File: src/rtl/asmon_pkg.sv
// adc signal monitor: register map, field positions and reset values
// assumes an 8-bit register port with 16-bit addresses, one clock domain
package asmon_pkg;

	// register offsets
	localparam logic [15:0] ASMON_ADDR_SYNC_CTRL    = 16'h026f; // sync control
	localparam logic [15:0] ASMON_ADDR_MON_CTRL     = 16'h0270; // detector enable
	localparam logic [15:0] ASMON_ADDR_PERIOD_LOW   = 16'h0271; // period bits 7:0
	localparam logic [15:0] ASMON_ADDR_PERIOD_MID   = 16'h0272; // period bits 15:8
	localparam logic [15:0] ASMON_ADDR_PERIOD_HIGH  = 16'h0273; // period bits 23:16
	localparam logic [15:0] ASMON_ADDR_STATUS_CTRL  = 16'h0274; // update and select
	localparam logic [15:0] ASMON_ADDR_RESULT_LOW   = 16'h0275; // result bits 7:0
	localparam logic [15:0] ASMON_ADDR_RESULT_MID   = 16'h0276; // result bits 15:8
	localparam logic [15:0] ASMON_ADDR_RESULT_HIGH  = 16'h0277; // result bits 19:16
	localparam logic [15:0] ASMON_ADDR_FRAME_COUNT  = 16'h0278; // expired periods
	localparam logic [15:0] ASMON_ADDR_LINK_ENABLE  = 16'h0279; // link framer enable
	localparam logic [15:0] ASMON_ADDR_LINK_SELECT  = 16'h027a; // link input select

	// field positions
	localparam int          ASMON_SYNC_EN_BIT    = 0; // sync enable
	localparam int          ASMON_NEXT_SYNC_BIT  = 1; // next-sync mode
	localparam int          ASMON_PEAK_EN_BIT    = 1; // peak detector enable
	localparam int          ASMON_UPDATE_BIT     = 4; // result update strobe
	localparam int          ASMON_LINK_PEAK_BIT  = 1; // peak into serial frame

	// field encodings
	localparam logic [2:0]  ASMON_SEL_PEAK       = 3'h1; // peak on readback
	localparam logic [1:0]  ASMON_LINK_ON        = 2'h3; // framer enabled

	// widths
	localparam int          ASMON_PERIOD_W       = 24; // period counter width
	localparam int          ASMON_RESULT_W       = 20; // result width
	localparam int          ASMON_FRAME_W        = 8;  // frame counter width

	// reset values
	localparam logic [23:0] ASMON_PERIOD_RESET   = 24'h000080; // default period
	localparam logic [2:0]  ASMON_SEL_RESET      = 3'h1;       // peak selected
	localparam logic [1:0]  ASMON_LINK_EN_RESET  = 2'h0;       // framer off
	localparam logic        ASMON_LINK_SEL_RESET = 1'b1;       // peak inserted

endpackage

File: src/rtl/asmon_peak_track.sv
// adc signal monitor: running peak magnitude within one period
// assumes samples are two's complement and on the same clock as the tracker
`timescale 1ns/10ps
module asmon_peak_track
#(
	parameter int SAMPLE_W = 14,
	parameter int RESULT_W = 20
)
(
	input  wire logic                clk,
	input  wire logic                rst_b,
	input  wire logic [SAMPLE_W-1:0] sample,
	input  wire logic                enable,
	input  wire logic                restart,
	output logic      [RESULT_W-1:0] track_max,
	output logic      [RESULT_W-1:0] peak_reg
);

	logic [SAMPLE_W-1:0] mag;  // magnitude, unsigned so full negative fits
	logic [RESULT_W-1:0] mag_ext; // magnitude widened to result

	// absolute value of the current sample
	always_comb
	begin
		mag = sample[SAMPLE_W-1] ? SAMPLE_W'(-sample) : sample;
		mag_ext = RESULT_W'(mag);
		// max including this cycle, so the closing sample is not lost
		if (!enable)
			track_max = '0;
		else if (mag_ext > peak_reg)
			track_max = mag_ext;
		else
			track_max = peak_reg;
	end

	// hold the running peak, cleared at each period start
	always_ff @(posedge clk or negedge rst_b)
	begin
		if (!rst_b)
			peak_reg <= '0;
		else if (restart || !enable)
			peak_reg <= '0;
		else
			peak_reg <= track_max;
	end

	AST_PEAK_MONOTONIC: assert property (@(posedge clk) disable iff (!rst_b)
		(enable && !restart) |=> (peak_reg >= $past(peak_reg)))
		else $error("peak dropped inside a period");

endmodule

File: src/rtl/asmon_top.sv
// adc signal monitor: period counter, peak result, status readback, link frame
// assumes an 8-bit register port on clk and a sysref pin from outside the domain
`timescale 1ns/10ps
// Operation
// 24-bit period in cycles, default 0x80
// software programs only even periods
// update bit latches result, self-clears
// select 001 routes peak to readback
// 20-bit result over three bytes, nibble zero
// 8-bit frame counter counts period expiries
// link insertion enable field, 11 on
// select bit 1 inserts peak data
// control bit enables peak detector
// next-sync uses first sysref edge only
// captured edge clears sync enable bit
// peak tracked per period, restarted each expiry
module asmon_top
	import asmon_pkg::*;
#(
	parameter int SAMPLE_W = 14
)
(
	input  wire logic                      clk,
	input  wire logic                      rst_b,
	input  wire logic [SAMPLE_W-1:0]       sample,
	input  wire logic                      sysref_pin,
	input  wire logic [15:0]               reg_addr,
	input  wire logic                      reg_wr,
	input  wire logic                      reg_rd,
	input  wire logic [7:0]                reg_wdata,
	output logic      [7:0]                reg_rdata_reg,
	output logic                           status_serial_port_valid_reg,
	output logic      [ASMON_RESULT_W-1:0] status_serial_port_data_reg
);

	// configuration state
	logic [23:0]               period_reg;        // measurement length
	logic                      sync_en_reg;       // sync enable
	logic                      next_sync_reg;     // next-sync mode
	logic                      peak_en_reg;       // peak detector enable
	logic [2:0]                sel_reg;           // readback selection
	logic                      update_reg;        // update strobe, one cycle
	logic [1:0]                link_en_reg;       // framer enable field
	logic                      link_peak_reg;     // peak into frame
	// measurement state
	logic [23:0]               period_cnt_reg;    // counts down to expiry
	logic [23:0]               period_cnt_next;   // next count
	logic [ASMON_RESULT_W-1:0] result_reg;        // last delivered statistic
	logic [ASMON_FRAME_W-1:0]  frame_cnt_reg;     // expiries seen
	logic [ASMON_RESULT_W-1:0] status_result_reg; // software-visible result
	logic [ASMON_FRAME_W-1:0]  status_frame_reg;  // software-visible count
	// sysref synchroniser and edge
	logic                      sysref_s1_reg;     // first stage, read by s2 only
	logic                      sysref_s2_reg;     // second stage
	logic                      sysref_s3_reg;     // third stage
	logic                      sysref_lvl_reg;    // agreed level
	logic                      sysref_edge;       // agreed rising edge
	logic                      sync_hit;          // edge that realigns
	// datapath
	logic                      expire;            // period counter at zero
	logic                      restart;           // period boundary
	logic [23:0]               reload;            // count loaded at boundary
	logic [ASMON_RESULT_W-1:0] track_max;         // running peak incl. now
	logic [ASMON_RESULT_W-1:0] peak_reg;          // tracker state
	logic                      wr_sync;           // write to sync control
	logic                      wr_status;         // write to status control

	assign wr_sync   = reg_wr && (reg_addr == ASMON_ADDR_SYNC_CTRL);
	assign wr_status = reg_wr && (reg_addr == ASMON_ADDR_STATUS_CTRL);

	// sysref passes three flops; a change counts once stages two and three agree
	always_ff @(posedge clk or negedge rst_b)
	begin
		if (!rst_b)
		begin
			sysref_s1_reg  <= 1'b0;
			sysref_s2_reg  <= 1'b0;
			sysref_s3_reg  <= 1'b0;
			sysref_lvl_reg <= 1'b0;
		end
		else
		begin
			sysref_s1_reg <= sysref_pin;
			sysref_s2_reg <= sysref_s1_reg;
			sysref_s3_reg <= sysref_s2_reg;
			// hold the last agreed level while the stages disagree
			if (sysref_s2_reg == sysref_s3_reg)
				sysref_lvl_reg <= sysref_s3_reg;
		end
	end

	assign sysref_edge = (sysref_s2_reg == sysref_s3_reg) && sysref_s3_reg && !sysref_lvl_reg;
	// enable gates every edge; next-sync clears enable after the first
	assign sync_hit    = sysref_edge && sync_en_reg;

	// sync control: software bits, hardware clear in next-sync mode
	always_ff @(posedge clk or negedge rst_b)
	begin
		if (!rst_b)
		begin
			sync_en_reg   <= 1'b0;
			next_sync_reg <= 1'b0;
		end
		else if (wr_sync)
		begin
			// a write in the capture cycle wins, so a re-arm is not lost
			sync_en_reg   <= reg_wdata[ASMON_SYNC_EN_BIT];
			next_sync_reg <= reg_wdata[ASMON_NEXT_SYNC_BIT];
		end
		else if (sync_hit && next_sync_reg)
			sync_en_reg <= 1'b0; // later edges ignored
	end

	// configuration registers written by software
	always_ff @(posedge clk or negedge rst_b)
	begin
		if (!rst_b)
		begin
			period_reg    <= ASMON_PERIOD_RESET;
			peak_en_reg   <= 1'b0;
			sel_reg       <= ASMON_SEL_RESET;
			link_en_reg   <= ASMON_LINK_EN_RESET;
			link_peak_reg <= ASMON_LINK_SEL_RESET;
		end
		else if (reg_wr)
		begin
			unique case (reg_addr)
				ASMON_ADDR_PERIOD_LOW:  period_reg[7:0]   <= reg_wdata;
				ASMON_ADDR_PERIOD_MID:  period_reg[15:8]  <= reg_wdata;
				ASMON_ADDR_PERIOD_HIGH: period_reg[23:16] <= reg_wdata;
				ASMON_ADDR_MON_CTRL:    peak_en_reg   <= reg_wdata[ASMON_PEAK_EN_BIT];
				ASMON_ADDR_STATUS_CTRL: sel_reg       <= reg_wdata[2:0];
				ASMON_ADDR_LINK_ENABLE: link_en_reg   <= reg_wdata[1:0];
				ASMON_ADDR_LINK_SELECT: link_peak_reg <= reg_wdata[ASMON_LINK_PEAK_BIT];
				// sync control is written above; other addresses hold no writable bits
				default: ;
			endcase
		end
	end

	// update strobe: set by the write, gone one cycle later
	always_ff @(posedge clk or negedge rst_b)
	begin
		if (!rst_b)
			update_reg <= 1'b0;
		else
			update_reg <= wr_status && reg_wdata[ASMON_UPDATE_BIT];
	end

	// period counter: counts period-1 down to 0, so one expiry per period cycles
	// odd periods are not guarded here; software keeps them even
	assign expire  = (period_cnt_reg == 24'h000000);
	assign restart = expire || sync_hit;
	assign reload  = (period_reg == 24'h000000) ? 24'h000000 : period_reg - 24'h000001;

	always_comb
	begin
		if (restart)
			period_cnt_next = reload; // realign on sysref
		else
			period_cnt_next = period_cnt_reg - 24'h000001;
	end

	always_ff @(posedge clk or negedge rst_b)
	begin
		if (!rst_b)
			period_cnt_reg <= ASMON_PERIOD_RESET - 24'h000001;
		else
			period_cnt_reg <= period_cnt_next;
	end

	// peak tracker, restarted at each boundary
	asmon_peak_track
	#(
		.SAMPLE_W (SAMPLE_W),
		.RESULT_W (ASMON_RESULT_W)
	)
	u_peak
	(
		.clk       (clk),
		.rst_b     (rst_b),
		.sample    (sample),
		.enable    (peak_en_reg),
		.restart   (restart),
		.track_max (track_max),
		.peak_reg  (peak_reg)
	);

	// result delivery and frame count at each expiry
	always_ff @(posedge clk or negedge rst_b)
	begin
		if (!rst_b)
		begin
			result_reg    <= '0;
			frame_cnt_reg <= '0;
		end
		else if (expire)
		begin
			result_reg    <= track_max;
			frame_cnt_reg <= frame_cnt_reg + 8'h01;           // wraps at 8 bits
		end
	end

	// status snapshot on the update strobe; selection picks the statistic
	always_ff @(posedge clk or negedge rst_b)
	begin
		if (!rst_b)
		begin
			status_result_reg <= '0;
			status_frame_reg  <= '0;
		end
		else if (update_reg)
		begin
			// only the peak detector exists; other codes read as zero
			status_result_reg <= (sel_reg == ASMON_SEL_PEAK) ? result_reg : '0;
			status_frame_reg  <= frame_cnt_reg;
		end
	end

	// serial status frame word, one pulse per expiry while enabled
	always_ff @(posedge clk or negedge rst_b)
	begin
		if (!rst_b)
		begin
			status_serial_port_valid_reg <= 1'b0;
			status_serial_port_data_reg  <= '0;
		end
		else
		begin
			status_serial_port_valid_reg <= expire && (link_en_reg == ASMON_LINK_ON);
			if (expire)
				// omitted statistic is sent as zero so the frame keeps its shape
				status_serial_port_data_reg <= link_peak_reg ? track_max : '0;
		end
	end

	// registered read data, valid the cycle after reg_rd
	always_ff @(posedge clk or negedge rst_b)
	begin
		if (!rst_b)
			reg_rdata_reg <= 8'h00;
		else if (reg_rd)
		begin
			unique case (reg_addr)
				ASMON_ADDR_SYNC_CTRL:   reg_rdata_reg <= {6'h00, next_sync_reg, sync_en_reg};
				ASMON_ADDR_MON_CTRL:    reg_rdata_reg <= {6'h00, peak_en_reg, 1'b0};
				ASMON_ADDR_PERIOD_LOW:  reg_rdata_reg <= period_reg[7:0];
				ASMON_ADDR_PERIOD_MID:  reg_rdata_reg <= period_reg[15:8];
				ASMON_ADDR_PERIOD_HIGH: reg_rdata_reg <= period_reg[23:16];
				ASMON_ADDR_STATUS_CTRL: reg_rdata_reg <= {3'h0, update_reg, 1'b0, sel_reg};
				ASMON_ADDR_RESULT_LOW:  reg_rdata_reg <= status_result_reg[7:0];
				ASMON_ADDR_RESULT_MID:  reg_rdata_reg <= status_result_reg[15:8];
				ASMON_ADDR_RESULT_HIGH: reg_rdata_reg <= {4'h0, status_result_reg[19:16]};
				ASMON_ADDR_FRAME_COUNT: reg_rdata_reg <= status_frame_reg;
				ASMON_ADDR_LINK_ENABLE: reg_rdata_reg <= {6'h00, link_en_reg};
				ASMON_ADDR_LINK_SELECT: reg_rdata_reg <= {6'h00, link_peak_reg, 1'b0};
				// unmapped addresses read zero
				default:                reg_rdata_reg <= 8'h00;
			endcase
		end
	end

	AST_PERIOD_RELOAD: assert property (@(posedge clk) disable iff (!rst_b)
		(expire && !sync_hit) |=> (period_cnt_reg == $past(reload)))
		else $error("period counter not reloaded at expiry");

	AST_PERIOD_COUNTDOWN: assert property (@(posedge clk) disable iff (!rst_b)
		(!restart) |=> (period_cnt_reg == $past(period_cnt_reg) - 24'h000001))
		else $error("period counter skipped a cycle");

	AST_UPDATE_COPY: assert property (@(posedge clk) disable iff (!rst_b)
		(wr_status && reg_wdata[ASMON_UPDATE_BIT]) ##1 (sel_reg == ASMON_SEL_PEAK)
		|=> (status_result_reg == $past(result_reg)) && (status_frame_reg == $past(frame_cnt_reg)))
		else $error("update did not copy result and count");

	AST_UPDATE_SELF_CLEAR: assert property (@(posedge clk) disable iff (!rst_b)
		(update_reg && !(wr_status && reg_wdata[ASMON_UPDATE_BIT])) |=> !update_reg)
		else $error("update bit did not clear");

	AST_SELECT_OTHER_ZERO: assert property (@(posedge clk) disable iff (!rst_b)
		(update_reg && (sel_reg != ASMON_SEL_PEAK)) |=> (status_result_reg == '0))
		else $error("unselected statistic reached readback");

	AST_RESULT_HIGH_NIBBLE: assert property (@(posedge clk) disable iff (!rst_b)
		(reg_rd && (reg_addr == ASMON_ADDR_RESULT_HIGH)) |=> (reg_rdata_reg[7:4] == 4'h0))
		else $error("result upper nibble not zero");

	AST_FRAME_INCREMENT: assert property (@(posedge clk) disable iff (!rst_b)
		expire |=> (frame_cnt_reg == $past(frame_cnt_reg) + 8'h01))
		else $error("frame counter did not step at expiry");

	AST_LINK_GATED: assert property (@(posedge clk) disable iff (!rst_b)
		status_serial_port_valid_reg |-> ($past(link_en_reg) == ASMON_LINK_ON) && $past(expire))
		else $error("frame word sent while framer disabled");

	AST_LINK_PEAK_OMIT: assert property (@(posedge clk) disable iff (!rst_b)
		(expire && !link_peak_reg) |=> (status_serial_port_data_reg == '0))
		else $error("peak inserted while deselected");

	AST_PEAK_OFF: assert property (@(posedge clk) disable iff (!rst_b)
		(!peak_en_reg) |=> (peak_reg == '0))
		else $error("peak tracked while disabled");

	AST_NEXT_SYNC_CLEAR: assert property (@(posedge clk) disable iff (!rst_b)
		(sync_hit && next_sync_reg && !wr_sync) |=> !sync_en_reg ##1 !sync_hit)
		else $error("sync enable not cleared after captured edge");

	AST_SYNC_REALIGN: assert property (@(posedge clk) disable iff (!rst_b)
		sync_hit |=> (period_cnt_reg == $past(reload)))
		else $error("sysref edge did not realign period");

endmodule

File: config.mk
export PLATFORM = sky130hd
export DESIGN_NAME = asmon_top
export DESIGN_NICKNAME = d
export VERILOG_FILES = /design/src/rtl/asmon_pkg.sv /design/src/rtl/asmon_peak_track.sv /design/src/rtl/asmon_top.sv
export SDC_FILE = /design/constraint.sdc
export NUM_CORES = 1
export LEC_CHECK = 0
export ABC_AREA = 1
export BUFFER_PORTS_ARGS = -buffer_cell sky130_fd_sc_hd__buf_2
export CAP_MARGIN = 40
export CORE_MARGIN = 1.5
export CORE_UTILIZATION = 60
export DETAILED_ROUTE_END_ITERATION = 10
export MAX_ROUTING_LAYER = met4
export PLACE_DENSITY = 0.88
export SYNTH_ARGS = -nofsm -noshare
export SYNTH_HDL_FRONTEND = slang
export SYNTH_SLANG_ARGS = --single-unit
File: constraint.sdc
create_clock -name clk -period 4.17 [get_ports clk]
set_clock_uncertainty 0.15 [all_clocks]
set_input_delay 0.6255 -clock clk [delete_from_list [all_inputs] [get_ports clk]]
set_output_delay 0.6255 -clock clk [all_outputs]
set_load 0.03 [all_outputs]
# Word-level counts from Yosys, hierarchy flattened
# Cells that the tools add are included.
[word_totals]
word_cells = 76
inputBits = 43
ff_bits = 167
out_inout_bits = 29
[classes]
n_eq_ne = 15
reduce_logical = 22
add_sub_neg = 4
magnitude_cmp = 1
muxes = 11
[op_table]
columns = ["cell", "count"]
rows = [
  ["== test 16 x 10 -> 1 bit (second input constant)", 12],
  ["two-way mux 20 bit", 5],
  ["case mux 8 bit (12 select lines)", 1],
  ["logical NOT 24 bit", 2],
  ["two-way mux 24 bit", 2],
  ["subtractor 24 x 1 -> 24 bit (second input constant)", 2],
  ["> comparator 14 x 20 -> 1 bit", 1],
  ["two-way mux 14 bit", 1],
  ["negator 14 bit", 1],
  ["AND reduction 2 bit", 7],
  ["adder 8 x 1 -> 8 bit (second input constant)", 1],
  ["logical AND 1 bit", 8],
  ["== test 3 x 1 -> 1 bit (second input constant)", 1],
  ["== test 2 bit (second input constant)", 1],
  ["logical NOT 1 bit", 2],
  ["logical OR 1 bit", 2],
  ["two-way mux 1 bit", 2],
  ["nonzero test 2 bit", 1],
  ["== test 1 bit", 1],
]

# Longest topological paths before layout
[depth]
depth_word = 7
depth_mapped = 19
depth_no_buf = 19

# By module
# A second synthesis with hierarchy kept.
[unflattened]
hier_cells = 1246
area_unflattened_um2 = 9487.8
[by_module_without_submodules]
columns = ["module", "cells_each", "area_each_um2", "n_inst", "seq_area_each_um2"]
rows = [
  ["asmon_top", 965, 7591.0, 1, 3691.0],
  ["asmon_peak_track", 281, 1896.8, 1, 500.5],
]

# Worst setup path before layout
# No wires, ideal clock.
[synth_path]
path_kind = "input -> register"
start = "input port sample[0]"
end = "register status_serial_port_data_reg[2]"
n_path_buf = 1
slack_ps = 1186
required_time_ps = 3880
t_arrival_ps = 2694
cell_stages = 17
setup_time_ps = 140
cell_sequence = "inv_1 > ha_1 > nand3_1 > o21ai_2 > nand2_1 > nand2_1 > nand2_1 > ha_1 > nand2_1 > nor2_1 > and2_1 > nand4_1 > nand2_1 > buf_2 > nand2_1 > nand3_1 > o21ai_1"
[synth_between]
elab_chain_cells = 6
[synth_rtl]
columns = ["item", "line", "rtl"]
rows = [
  ["start: declaration", "asmon_top.sv:25", "input wire logic [SAMPLE_W-1:0] sample,"],
  ["negator 14 bit", "asmon_peak_track.sv:25", "mag = sample[SAMPLE_W-1] ? SAMPLE_W'(-sample) : sample;"],
  ["two-way mux 14 bit *", "asmon_peak_track.sv:25", ""],
  ["> comparator 14 x 20 -> 1 bit", "asmon_peak_track.sv:30", "else if (mag_ext > peak_reg)"],
  ["two-way mux 20 bit *", "asmon_peak_track.sv:30", ""],
  ["two-way mux 20 bit *", "asmon_peak_track.sv:28", "if (!enable)"],
  ["two-way mux 20 bit *", "asmon_top.sv:233", "status_serial_port_data_reg <= link_peak_reg ? track_max : '0;"],
  ["end signal: assignment", "asmon_top.sv:233", ""],
  ["end: declaration", "asmon_top.sv:33", "output logic [ASMON_RESULT_W-1:0] status_serial_port_data_reg"],
]
# Mark *: on every way between the ends. The rest lies on a longest branch, timed or not.
# A chain may end at the register's enable or synchronous reset.

# Worst setup path in the final report
[layout_path]
start = "input port sample[0]"
end = "register status_serial_port_data_reg[1]"
# The elaborated chain is that of the path after synthesis.

==> metrics <==
status=completed; PnR Total Power=4.10 mW; Register Area=4190 um^2; num rows=44; total routed wirelength=22600 um; wire length per cell=16.5 um; WP data arrival=3.56 ns; gpl congestion=0.920; worst relative slew slack=0.475; P&R area growth vs syn=11.7%; Yosys cell types=42; Die Footprint=15700 um^2; Die Y=125 um; first-pass GRT wire length=37100 um; post-synth top area cell=dfrtp_1; grt ovf=0; vias in the first global route=7568; Via Count=7741; Final Hold Viols=0; share of layout cells above drive strength 1=0.144; Max Slew Vio Count=0; core area=14600 um^2; Syn Inst Count=1117; largest net degree at the start of global routing=89; Residual DRC=0; CTS tree=built; Final WS setup=0.804 ns; # Post-CTS Setup Buffers=0; Post-Synthesis Cell Area=8980 um^2; crit start category=input pin; max-cap viol count=0; VDD IR max=320 uV; CTS root buf=clkbuf_16; die width=125 um; fin crit share=0.807; worst slew pin tran=0.788 ns; antenna-violating nets left=0; CTS clk-pin slew, worst paths=0.07 ns; placed insts=1341; Filler cells=1154; detailed placer's ending HPWL=16300 um; Max clock buf depth=2; Initial DRC Count=694; placed cell area=9450 um^2; worst-skew pair later-pin latency=0.43 ns; fmax=0.297 GHz; Hold Crit Class=input pin to async pin; Cell Pwr Density=409 nW/um^2; Setup TNS=0 ns; CTS buffer count=17; syn_area_per_cell=8.04 um^2; Cell Count, Final, Fillers Out=1373; antenna violations before repair=0; CP max FO=15; Mapped Nets=1179; router iterations before antenna repair=6; IO buf count=71; Design Area, Final=10000 um^2; Final nets=1238; # setup viols final=0; CTS Hold Bufs=0; post-DR vias/cell=5.64; CP Capture Type=flop; diodes inserted=0; critical path type=input pin to flop; dpl ws=0.447 ns; minimum clock period=3.37 ns; PostCTS Resize Cnt=0; WP data required=4.36 ns; Multi-input gate area=4110 um^2; Yosys reg bits=167; # IOs=72; Total GRT Usage=0.308; H-tree levels=4; synth warn=0; RSZ-0062 raised after global routing=false; largest cells by area after synthesis=dfrtp_1 44%, nand2_1 12%, inv_1 5.1%; top cell type's share of synthesized area=0.438; clock sink count=167; sequential area share after synthesis=0.467; Leak=5.08 nW; Initial Util=0.615
cells by family (layout without fill, tap and decap cells):
kind of cell | count (synthesis) | count (layout) | share of synthesized area
xor gates and xnor gates | 56 | 56 | 0.0546
muxes | 3 | 3 | 0.00376
and+or+nand+nor | 560 | 560 | 0.282
DFF | 167 | 167 | 0.467
buffers and inverters | 169 | 241 | 0.0757
adders and majority gates | 19 | 19 | 0.0265
AOI/OAI and AO/OA | 143 | 143 | 0.0906
per-layer routing:
metal / global-route usage / up-vias / wire [um]
li1: - / 3736 / -
met1: 0.377 / 3582 / 9310
met2: 0.490 / 345 / 10700
met3: 0.0569 / 78 / 1510
met4: 0.163 / 0 / 1040
met5: - / - / 0
cell usage after synthesis (all sizes together):
cell and count:
inv 130, nor3 34, o22ai 30, nand4 16, and3 1, nand3 85, o31ai 5, dfrtp 157
ha 19, xor2 43, a21o 2, buf 20, nand3b 15, o21ai 99, clkbuf 18, dfstp 10
and2 2, mux2 3, clkinv 1, nand2 294, a21oi 5, o21bai 1, nor4 4, or3b 1
o211ai 1, nor2 108, xnor2 13
final cells by class:
cell class	instances	area share
clock inverter	14	0.0141
sequential	167	0.418
inverter	131	0.0491
multi-input combinational	781	0.410
timing repair buffer	78	0.0425
clock buffer	18	0.0438
tap	184	0.0230
path summary, 6_finish.rpt:
check / start / endpoint / slack (ns) / depth (start not counted)
worst min-delay path: rst_b / period_cnt_reg[7] / 0.09 / 1
worst max-delay path: sample[0] / status_serial_port_data_reg[1] / 0.80 / 18
min in group clk: sysref_pin / sysref_s1_reg / 0.16 / 1
worst min register to register: sysref_s1_reg / sysref_s2_reg / 0.21 / 0
max in group asynchronous: rst_b / status_result_reg[13] / 2.89 / 2
worst max register to register: u_peak.peak_reg[11] / result_reg[0] / 1.56 / 12
placed cells by master, fill, tap and decap left out, drive strengths merged:
cell type  instances
a21oi              5
nor2             108
a21o               2
clkbuf            18
clkinvlp           1
o211ai             1
buf               78
nand4             16
and3               1
xnor2             13
nand3             85
o21ai             99
nand3b            15
ha                19
nor4               4
and2               2
xor2              43
o22ai             30
nand2            294
o31ai              5
dfstp             10
inv              136
nor3              34
clkinv             8
mux2               3
o21bai             1
or3b               1
dfrtp            157
critical path, cell delays in order:
cell and delay [ns]:
buf_2 0.11, inv_1 0.10, ha_1 0.21, nand3_1 0.13
o21ai_2 0.25, nand2_1 0.08, nand2_1 0.08, nand2_1 0.05
ha_1 0.27, nand2_1 0.06, nor2_1 0.17, and2_1 0.20
nand3_1 0.10, nand3_2 0.24, nand2_1 0.39, nand2_1 0.20
nand3_1 0.12, o21ai_0 0.17
stage by stage:
| step | utilization | hold slack, ns |
|---|---|---|
| after CTS | 0.688 | 0.117 |
| final | 0.688 | 0.0858 |
| after global routing | 0.688 | 0.145 |
| after global placement | 0.648 | 0.196 |
| after floorplan | - | 0.180 |
| after detailed placement | 0.648 | 0.188 |
power by group:
part           internal (mW)  total, mW  switching [mW]  leakage, nW
combinational          0.249      0.678           0.429         2.54
sequential              1.77       1.90           0.128         2.26
clock                  0.807       1.53           0.719        0.284
Note: power is estimated with default switching activity, not from simulation.
